File: src/verilog/rule_engine_regs.svh
/*
 * Constants of the condition-logic rule engine: sizes, source map, timing counts.
 * Assumes the clock runs at 125 MHz and is included by its bare name.
 */
// Function
// [RULE1] Sixteen rules, each enabled or disabled on its own.
// [RULE2] Scan runs condition phase, then execution phase, then output phase, each in rule order.
// [RULE3] Results take effect only in the output phase; readers see them next scan.
// [RULE4] A flag written by one rule carries its result into another rule's conditions.
// [RULE5] One scan lasts about 600 us plus 370 us per enabled rule.
// [RULE6] One rule with a local output reacts within one millisecond.
// [RULE7] Output on a second module over one switch reacts within three milliseconds.
// [RULE8] At most three input conditions per rule, combined by the chosen operator.
// [RULE9] Chain option feeds a rule's result into the logic of the next rule.
// [RULE10] Direct chaining links only numerically adjacent rules.
// [RULE11] Flag links have no adjacency limit and may come from another module.
// [RULE12] A condition expecting False inverts its input before the operator.
// [RULE13] Each rule has an execution period setting how often it fires.
// [RULE14] A started timer accumulates time; other rules compare it to an interval.
// [RULE15] A rule reading its own output flag sees last execution's value.
// [RULE16] Timer action either starts counting, or stops and clears to zero.
// [RULE17] Counter action adds one or clears when satisfied, else does nothing.
// [RULE18] Flags false, timers and counters zero when the project starts running.
// [RULE19] Disabled rules are skipped and change no output, flag, timer or counter.
`ifndef RULE_ENGINE_REGS_SVH
`define RULE_ENGINE_REGS_SVH

`define LRE_NUM_RULES      16
`define LRE_NUM_COND       3
`define LRE_SEL_W          6
// source map offsets within the condition source vector
`define LRE_SRC_DI         0
`define LRE_SRC_FLAG       16
`define LRE_SRC_TIMER      32
`define LRE_SRC_COUNTER    36
`define LRE_SRC_EXT_FLAG   40
// timing
`define LRE_CLK_PERIOD_NS  8
`define LRE_BASE_US        600
`define LRE_PER_RULE_US    370
`define LRE_TICK_US        1
`define LRE_LOCAL_MAX_MS   1
`define LRE_REMOTE_MAX_MS  3

`endif

File: src/verilog/rule_engine_pkg.sv
/*
 * Types of the condition-logic rule engine.
 * Assumes rule_engine_regs.svh supplies the numeric constants.
 */
package rule_engine_pkg;

	typedef enum logic [4:0] {
		PH_IDLE = 5'b0_0001,
		PH_COND = 5'b0_0010,
		PH_EXEC = 5'b0_0100,
		PH_OUT  = 5'b0_1000,
		PH_WAIT = 5'b1_0000
	} phase_t;

	typedef enum logic [1:0] {
		OP_AND  = 2'h0,
		OP_OR   = 2'h1,
		OP_NAND = 2'h2,
		OP_NOR  = 2'h3
	} logic_op_t;

	typedef enum logic [1:0] {
		ACT_DO      = 2'h0,
		ACT_FLAG    = 2'h1,
		ACT_TIMER   = 2'h2,
		ACT_COUNTER = 2'h3
	} action_kind_t;

endpackage

File: src/verilog/logic_rule_engine.sv
/*
 * Condition-logic rule engine: a sequencer scans sixteen rules through condition,
 * execution and output phases, drives digital outputs, flags, timers and counters.
 * Assumes configuration ports are static while run is high and inputs are synchronous.
 */
`timescale 1ns/1ps
`include "rule_engine_regs.svh"

module logic_rule_engine #(
	parameter int          NR            = `LRE_NUM_RULES,
	parameter int          TMR_W         = 16,
	parameter int          CNT_W         = 16,
	parameter int          PRD_W         = 8,
	parameter logic [23:0] BASE_CYCLES   = 24'(`LRE_BASE_US * 1000 / `LRE_CLK_PERIOD_NS),
	parameter logic [23:0] PER_CYCLES    = 24'(`LRE_PER_RULE_US * 1000 / `LRE_CLK_PERIOD_NS),
	parameter int          TICK_CYCLES   = `LRE_TICK_US * 1000 / `LRE_CLK_PERIOD_NS
) (
	// clock and reset
	input  wire logic                    clock,
	input  wire logic                    arst_n,
	// project control
	input  wire logic                    run,
	// field and linked inputs
	input  wire logic [15:0]             di,
	input  wire logic [15:0]             ext_flag_in,
	// rule configuration
	input  wire logic [NR-1:0]           rule_enable,
	input  wire logic [NR*3*6-1:0]       cond_sel,
	input  wire logic [NR*3-1:0]         cond_used,
	input  wire logic [NR*3-1:0]         cond_expect_false,
	input  wire logic [NR*2-1:0]         rule_op,
	input  wire logic [NR-1:0]           chain_to_following_rule,
	input  wire logic [NR*PRD_W-1:0]     exec_period,
	input  wire logic [NR*2-1:0]         act_kind,
	input  wire logic [NR*4-1:0]         act_target,
	input  wire logic [NR-1:0]           act_polarity,
	input  wire logic [4*TMR_W-1:0]      timer_interval,
	input  wire logic [4*CNT_W-1:0]      counter_target,
	// results
	output logic      [15:0]             do_out,
	output logic      [15:0]             shared_internal_flag,
	output logic      [3:0][TMR_W-1:0]   timer_value,
	output logic      [3:0][CNT_W-1:0]   counter_value,
	output logic                         scan_done
);
	// ----------------------------------------------------------------
	// reset release
	// ----------------------------------------------------------------
	logic [1:0] rst_sync_reg;
	logic       rst_n;
	always_ff @(posedge clock or negedge arst_n) begin
		if (!arst_n) begin
			rst_sync_reg <= 2'b00;
		end else begin
			rst_sync_reg <= {rst_sync_reg[0], 1'b1};
		end
	end
	assign rst_n = rst_sync_reg[1];

	// ----------------------------------------------------------------
	// state
	// ----------------------------------------------------------------
	rule_engine_pkg::phase_t        phase_reg;
	logic [3:0]                     idx_reg;
	logic [23:0]                    elapsed_reg;
	logic                           run_reg;
	logic [15:0]                    di_snap_reg;
	logic [NR-1:0]                  result_reg;
	logic [NR-1:0]                  fire_reg;
	logic [PRD_W-1:0]               period_cnt_reg [NR];
	logic [15:0]                    do_reg;
	logic [15:0]                    flag_reg;
	logic [3:0]                     timer_run_reg;
	logic [3:0][TMR_W-1:0]          timer_reg;
	logic [3:0][CNT_W-1:0]          counter_reg;
	logic [31:0]                    tick_cnt_reg;
	logic                           scan_done_reg;

	assign do_out               = do_reg;
	assign shared_internal_flag = flag_reg;
	assign timer_value          = timer_reg;
	assign counter_value        = counter_reg;
	assign scan_done            = scan_done_reg;

	// ----------------------------------------------------------------
	// condition evaluation of the current rule
	// ----------------------------------------------------------------
	logic [63:0] src;
	logic [3:0]  timer_done;
	logic [3:0]  counter_hit;
	logic        eval;
	logic        chain_in;
	logic        chained;
	logic        and_v;
	logic        or_v;
	logic        cbit;
	logic [5:0]  sel;
	logic [1:0]  op;
	logic [23:0] budget;

	always_comb begin
		for (int t = 0; t < 4; t++) begin
			timer_done[t]  = timer_reg[t] >= timer_interval[t*TMR_W +: TMR_W];             // [RULE14]
			counter_hit[t] = counter_reg[t] == counter_target[t*CNT_W +: CNT_W];
		end
		src = 64'h0000_0000_0000_0000;
		src[`LRE_SRC_DI +: 16]      = di_snap_reg;
		src[`LRE_SRC_FLAG +: 16]    = flag_reg;                                             // [RULE3] [RULE4] [RULE15]
		src[`LRE_SRC_TIMER +: 4]    = timer_done;
		src[`LRE_SRC_COUNTER +: 4]  = counter_hit;
		src[`LRE_SRC_EXT_FLAG +: 16] = ext_flag_in;                                         // [RULE11] [RULE7]
	end

	always_comb begin
		and_v = 1'b1;
		or_v  = 1'b0;
		for (int k = 0; k < `LRE_NUM_COND; k++) begin                                       // [RULE8]
			sel  = cond_sel[(idx_reg*3 + k)*6 +: 6];
			cbit = src[sel] ^ cond_expect_false[idx_reg*3 + k];                             // [RULE12]
			if (cond_used[idx_reg*3 + k]) begin
				and_v = and_v & cbit;
				or_v  = or_v | cbit;
			end
		end
		// only the rule directly before may chain in
		chained  = (idx_reg != 4'h0) && chain_to_following_rule[idx_reg - 4'h1]
			&& rule_enable[idx_reg - 4'h1];                                                  // [RULE10]
		chain_in = result_reg[idx_reg - 4'h1];
		if (chained) begin                                                                  // [RULE9]
			and_v = and_v & chain_in;
			or_v  = or_v | chain_in;
		end
		op = rule_op[idx_reg*2 +: 2];
		unique case (op)
			rule_engine_pkg::OP_AND:  eval = and_v;
			rule_engine_pkg::OP_OR:   eval = or_v;
			rule_engine_pkg::OP_NAND: eval = ~and_v;
			rule_engine_pkg::OP_NOR:  eval = ~or_v;
		endcase
	end

	// scan length grows with the number of enabled rules
	always_comb begin
		budget = BASE_CYCLES;
		for (int r = 0; r < NR; r++) begin
			if (rule_enable[r]) begin
				budget = budget + PER_CYCLES;                                               // [RULE5] [RULE6]
			end
		end
	end

	// ----------------------------------------------------------------
	// scan sequencer
	// ----------------------------------------------------------------
	always_ff @(posedge clock or negedge rst_n) begin
		if (!rst_n) begin
			phase_reg     <= rule_engine_pkg::PH_IDLE;
			idx_reg       <= 4'h0;
			elapsed_reg   <= 24'h00_0000;
			run_reg       <= 1'b0;
			di_snap_reg   <= 16'h0000;
			scan_done_reg <= 1'b0;
		end else begin
			run_reg       <= run;
			scan_done_reg <= 1'b0;
			elapsed_reg   <= elapsed_reg + 24'h00_0001;
			if (!run_reg) begin
				phase_reg <= rule_engine_pkg::PH_IDLE;
				idx_reg   <= 4'h0;
			end else begin
				unique case (phase_reg)
					rule_engine_pkg::PH_IDLE: begin
						phase_reg   <= rule_engine_pkg::PH_COND;
						elapsed_reg <= 24'h00_0000;
						di_snap_reg <= di;
					end
					rule_engine_pkg::PH_COND: begin                                         // [RULE2]
						idx_reg <= idx_reg + 4'h1;
						if (idx_reg == 4'hF) begin
							phase_reg <= rule_engine_pkg::PH_EXEC;
						end
					end
					rule_engine_pkg::PH_EXEC: begin                                         // [RULE2]
						idx_reg <= idx_reg + 4'h1;
						if (idx_reg == 4'hF) begin
							phase_reg <= rule_engine_pkg::PH_OUT;
						end
					end
					rule_engine_pkg::PH_OUT: begin                                          // [RULE2]
						idx_reg <= idx_reg + 4'h1;
						if (idx_reg == 4'hF) begin
							phase_reg <= rule_engine_pkg::PH_WAIT;
						end
					end
					rule_engine_pkg::PH_WAIT: begin                                         // [RULE5]
						if (elapsed_reg >= budget - 24'h00_0001) begin
							phase_reg     <= rule_engine_pkg::PH_COND;
							elapsed_reg   <= 24'h00_0000;
							di_snap_reg   <= di;
							scan_done_reg <= 1'b1;
						end
					end
					default: phase_reg <= rule_engine_pkg::PH_IDLE;
				endcase
			end
		end
	end

	// ----------------------------------------------------------------
	// condition results and execution period
	// ----------------------------------------------------------------
	always_ff @(posedge clock or negedge rst_n) begin
		if (!rst_n) begin
			result_reg <= '0;
		end else if (phase_reg == rule_engine_pkg::PH_COND) begin
			result_reg[idx_reg] <= rule_enable[idx_reg] & eval;                             // [RULE1] [RULE19]
		end
	end

	always_ff @(posedge clock or negedge rst_n) begin
		if (!rst_n) begin
			fire_reg <= '0;
			for (int r = 0; r < NR; r++) begin
				period_cnt_reg[r] <= '0;
			end
		end else if (!run_reg) begin
			fire_reg <= '0;
			for (int r = 0; r < NR; r++) begin
				period_cnt_reg[r] <= '0;
			end
		end else if (phase_reg == rule_engine_pkg::PH_EXEC) begin
			// period counts in scans; zero fires every scan
			if (!rule_enable[idx_reg]) begin
				fire_reg[idx_reg] <= 1'b0;                                                  // [RULE19]
			end else if (period_cnt_reg[idx_reg] >= exec_period[idx_reg*PRD_W +: PRD_W]) begin
				fire_reg[idx_reg]       <= 1'b1;                                            // [RULE13]
				period_cnt_reg[idx_reg] <= '0;
			end else begin
				fire_reg[idx_reg]       <= 1'b0;
				period_cnt_reg[idx_reg] <= period_cnt_reg[idx_reg] + 1'b1;
			end
		end
	end

	// ----------------------------------------------------------------
	// output phase actions
	// ----------------------------------------------------------------
	logic                            act_now;
	rule_engine_pkg::action_kind_t   kind;
	logic [3:0]                      tgt;
	logic                            res;
	logic                            pol;
	logic                            val;
	logic                            tick;
	assign act_now = (phase_reg == rule_engine_pkg::PH_OUT) && fire_reg[idx_reg];           // [RULE3]
	assign kind    = rule_engine_pkg::action_kind_t'(act_kind[idx_reg*2 +: 2]);
	assign tgt     = act_target[idx_reg*4 +: 4];
	assign res     = result_reg[idx_reg];
	assign pol     = act_polarity[idx_reg];
	assign val     = res ^ pol;
	assign tick    = tick_cnt_reg == 32'(TICK_CYCLES - 1);

	always_ff @(posedge clock or negedge rst_n) begin
		if (!rst_n) begin
			do_reg   <= 16'h0000;
			flag_reg <= 16'h0000;
		end else if (!run_reg) begin
			do_reg   <= 16'h0000;
			flag_reg <= 16'h0000;                                                           // [RULE18]
		end else if (act_now && kind == rule_engine_pkg::ACT_DO) begin
			do_reg[tgt] <= val;
		end else if (act_now && kind == rule_engine_pkg::ACT_FLAG) begin
			flag_reg[tgt] <= val;                                                           // [RULE4] [RULE15]
		end
	end

	always_ff @(posedge clock or negedge rst_n) begin
		if (!rst_n) begin
			tick_cnt_reg <= 32'h0000_0000;
		end else if (tick) begin
			tick_cnt_reg <= 32'h0000_0000;
		end else begin
			tick_cnt_reg <= tick_cnt_reg + 32'h0000_0001;
		end
	end

	// timers count microseconds while running
	always_ff @(posedge clock or negedge rst_n) begin
		if (!rst_n) begin
			timer_run_reg <= 4'h0;
			timer_reg     <= '0;
		end else if (!run_reg) begin
			timer_run_reg <= 4'h0;
			timer_reg     <= '0;                                                            // [RULE18]
		end else begin
			for (int t = 0; t < 4; t++) begin
				if (act_now && kind == rule_engine_pkg::ACT_TIMER && tgt[1:0] == 2'(t)) begin
					timer_run_reg[t] <= val;                                                // [RULE16]
					if (!val) begin
						timer_reg[t] <= '0;
					end
				end else if (timer_run_reg[t] && tick && timer_reg[t] != '1) begin
					timer_reg[t] <= timer_reg[t] + 1'b1;                                    // [RULE14]
				end
			end
		end
	end

	always_ff @(posedge clock or negedge rst_n) begin
		if (!rst_n) begin
			counter_reg <= '0;
		end else if (!run_reg) begin
			counter_reg <= '0;                                                              // [RULE18]
		end else if (act_now && kind == rule_engine_pkg::ACT_COUNTER && res) begin          // [RULE17]
			if (pol) begin
				counter_reg[tgt[1:0]] <= '0;
			end else begin
				counter_reg[tgt[1:0]] <= counter_reg[tgt[1:0]] + 1'b1;
			end
		end
	end

	// ----------------------------------------------------------------
	// checks
	// ----------------------------------------------------------------
	logic [CNT_W-1:0] cnt_sel;
	assign cnt_sel = counter_reg[tgt[1:0]];
endmodule

File: config.mk
export PLATFORM = sky130hd
export DESIGN_NAME = logic_rule_engine
export DESIGN_NICKNAME = d
export VERILOG_FILES = /design/src/verilog/rule_engine_pkg.sv /design/src/verilog/logic_rule_engine.sv
export VERILOG_INCLUDE_DIRS = /design/src /design/src/verilog
export SDC_FILE = /design/constraint.sdc
export NUM_CORES = 2
export LEC_CHECK = 0
export ABC_AREA = 1
export BUFFER_PORTS_ARGS = -buffer_cell sky130_fd_sc_hd__buf_2
export CAP_MARGIN = 20
export CORE_AREA = 2 2 392 394
export DETAILED_ROUTE_END_ITERATION = 8
export DIE_AREA = 0 0 394 396
export PLACE_DENSITY = 0.64
export SLEW_MARGIN = 20
export SYNTH_ARGS = -nofsm -noshare
export SYNTH_HDL_FRONTEND = slang
export SYNTH_SLANG_ARGS = --single-unit
File: constraint.sdc
create_clock -name clock -period 16.67 [get_ports clock]
set_input_delay 3.334 -clock clock [delete_from_list [all_inputs] [get_ports clock]]
set_output_delay 3.334 -clock clock [all_outputs]
set_load 0.02 [all_outputs]
==> flow_metrics.tcl <==
set metrics [dict create \
    clockRootBuffer "clkbuf_16" \
    status "completed" \
    vias 67427 \
    slew_headroom 0.153 \
    synth_top_cell_by_area "dfrtp_1" \
    syn_avg_cell_area_um2 5.90 \
    cp.required_ns 17.14 \
    synthFlopType "dfrtp_1" \
    synth_common_cells "1,798 x nand2_1, 1,195 x nor2_1, 1,033 x o21ai_0, 746 x inv_1, 736 x nand3_1" \
    ant_nets 0 \
    dp_hpwl_um 205000 \
    die_width_um 394 \
    post_cts_buffers 0 \
    maxCapViolations 0 \
    multi_input_area_um2 36600 \
    fin_cells 11540 \
    cts_sinks 409 \
    antenna_found_initial 108 \
    clock_path_buffers 3 \
    routed_wl_um 267000 \
    r2r-end "result_reg[15]" \
    setup_tns_ns 0 \
    cp_max_fo 33 \
    grt_max_degree 186 \
    r2r_slack_ns 5.07 \
    start_kind "primary input" \
    grt_usage 0.325 \
    fin_nets 10407 \
    synth.distinct_cells 77 \
    cp-end-kind "flop" \
    fp.dieArea_um2 156000 \
    critPathMaxStageDelay_ns 0.39 \
    arrival_ns 15.63 \
    static-leakage-power_nw 28.3 \
    grt-ovfl-total 0 \
    yosys_register_bits 409 \
    fmax_ghz 0.0660 \
    drt_iter0_drc 7427 \
    clk_pin_slew_ns 0.06 \
    hold_depth 0 \
    fin_crit_ns 15.16 \
    cts_tree "built" \
    syn-num-nets 9791 \
    insertion_delay_ns 0.62 \
    grt_pass1_wl_um 393000 \
    rsz0062_at_grt "no" \
    htree_num_levels 2 \
    seq_area_um2 10300 \
    syn-instance-count 8786 \
    cp-endpoint "di_snap_reg[7]" \
    hold_violations 0 \
    nFillCells 16644 \
    ir_worst_vdd_mv 0.119 \
    async_reset_ff_frac 1.00 \
    setup_viol 0 \
    synth.most_common_cell "nand2_1" \
    dr.pass1.iters 6 \
    setup.worst_path.class "primary input to flop" \
    grt_pass1_vias 62602 \
    reg2regPathDepth 35 \
    io_pins 1012 \
    synth-edff-count 0 \
    port-buffer-count 1011 \
    drive_above_1_share 0.167 \
    place_inst 11380 \
    yosysTopAreaCellShare 0.197 \
    cts_buffers 48 \
    via_per_inst 5.84 \
    largest_register_ffs 128 \
    drc 0 \
    power.density_nw_per_um2 116 \
    dieHeight_um 396 \
    areaGrowthSynthToFinish_pct 16.1 \
    r2r-start "idx_reg[0]" \
    syn-cell-area_um2 51800 \
    ys_seq_area_frac 0.198 \
    slew_viol_final 0 \
    crit_start "rule_enable[0]" \
    netlist_top_cells_area "dfrtp_1 20%, nand2_1 13%, o21ai_0 10%" \
    num_rows 143 \
    wl_per_cell_um 23.1 \
    core_um2 152000 \
    crit_slowest_cell "a31oi_1" \
    period_share 0.909 \
    hold_class "flop to flop" \
    crit_top_cell "nand2_1" \
    initial_utilization 0.342 \
    place.gp.congestion 1.03 \
    worst_slew_pin_slew_ns 1.25 \
    finClkSkew_ns 0.0320 \
    yosys_warnings 0 \
]
## how the worst min path moves through the flow
stage,start,end,slack [ns]
detailed placement,rst_sync_reg[0],rst_sync_reg[1],0.34
global placement,rst_sync_reg[0],rst_sync_reg[1],0.34
CTS,rst_sync_reg[0],rst_sync_reg[1],0.35
finish,rst_sync_reg[0],rst_sync_reg[1],0.35
floorplan,rst_sync_reg[0],rst_sync_reg[1],0.33
global route,rst_sync_reg[0],rst_sync_reg[1],0.37
## timing repair
| item | 4_1_cts | 5_1_grt |
|---|---|---|
| endpoints found under the setup margin | 0 | 18 |
| endpoints found under the hold margin | 0 | 0 |
| resized for setup | 0 | 1 |
| hold buffers | 0 | 0 |
## cell families after synthesis
family          after synthesis  synth area share
simple gates               4356             0.364
compound gates             2348             0.271
buf+inv                    1357            0.0996
flops                       409             0.198
xor+xnor                    159            0.0298
fa+ha+maj                   154            0.0375
mux                           2          0.000386
other cells                   1         0.0000724
## placed cells by master (no fill, tap or decap), types with 83 or more instances in the layout
cell type / count
buf_4: 94
buf_2: 1011
nor3_1: 154
inv_1: 741
nand3_1: 736
nand4_1: 116
o211ai_1: 192
a21oi_1: 432
o221ai_1: 111
nand2_1: 1797
nand2_2: 115
dfrtp_1: 402
o21ai_0: 1031
or2_2: 119
xor2_1: 83
ha_1: 150
o22ai_1: 177
nor2_1: 1194
## per-stage QoR
step / power [mW] / util / setup WS (ns) / hold WS [ns] / area, um2
detailed placement: 5.79 / 0.385 / 0.823 / 0.339 / 58300
global placement: 5.70 / 0.385 / 0.996 / 0.338 / 58300
global route: 7.63 / 0.397 / 0.0335 / 0.367 / 60100
finish: 6.96 / 0.397 / 1.51 / 0.349 / 60200
CTS: 6.91 / 0.395 / 1.42 / 0.352 / 59900
floorplan: 4.63 / - / 3.25 / 0.331 / 51800
## power by group
group / internal, mW / leakage [nW] / switching, mW / total (mW)
Sequential: 1.05 / 5.52 / 0.0929 / 1.14
Combinational: 1.51 / 21.9 / 3.21 / 4.72
Clock: 0.646 / 0.805 / 0.456 / 1.10
## worst max-delay path: cells and delay by family
| kind | cells | cell delay, ns |
|---|---|---|
| compound gates | 10 | 2.37 |
| fa+ha+maj | 16 | 4.65 |
| buf+inv | 8 | 1.09 |
| mux | 1 | 0.19 |
| simple gates | 41 | 3.94 |
## per-layer routing
layer | vias up | wire (um) | track usage
met5 | - | 157 | 0
met4 | 24 | 17400 | 0.204
met3 | 689 | 23400 | 0.0590
met2 | 3571 | 120000 | 0.517
met1 | 31738 | 106000 | 0.406
li1 | 31405 | - | -
## layout make-up
class / instances / share of cell area
Tap cell: 2030 / 0.0422
Timing Repair Buffer: 1112 / 0.0983
Multi-Input combinational cell: 7020 / 0.608
Sequential cell: 409 / 0.170
Inverter: 810 / 0.0510
Clock buffer: 71 / 0.0239
Timing Repair inverter: 1 / 0.0000832
Antenna cell: 72 / 0.00300
Clock inverter: 15 / 0.00333
(Power assumes the default switching activity.)
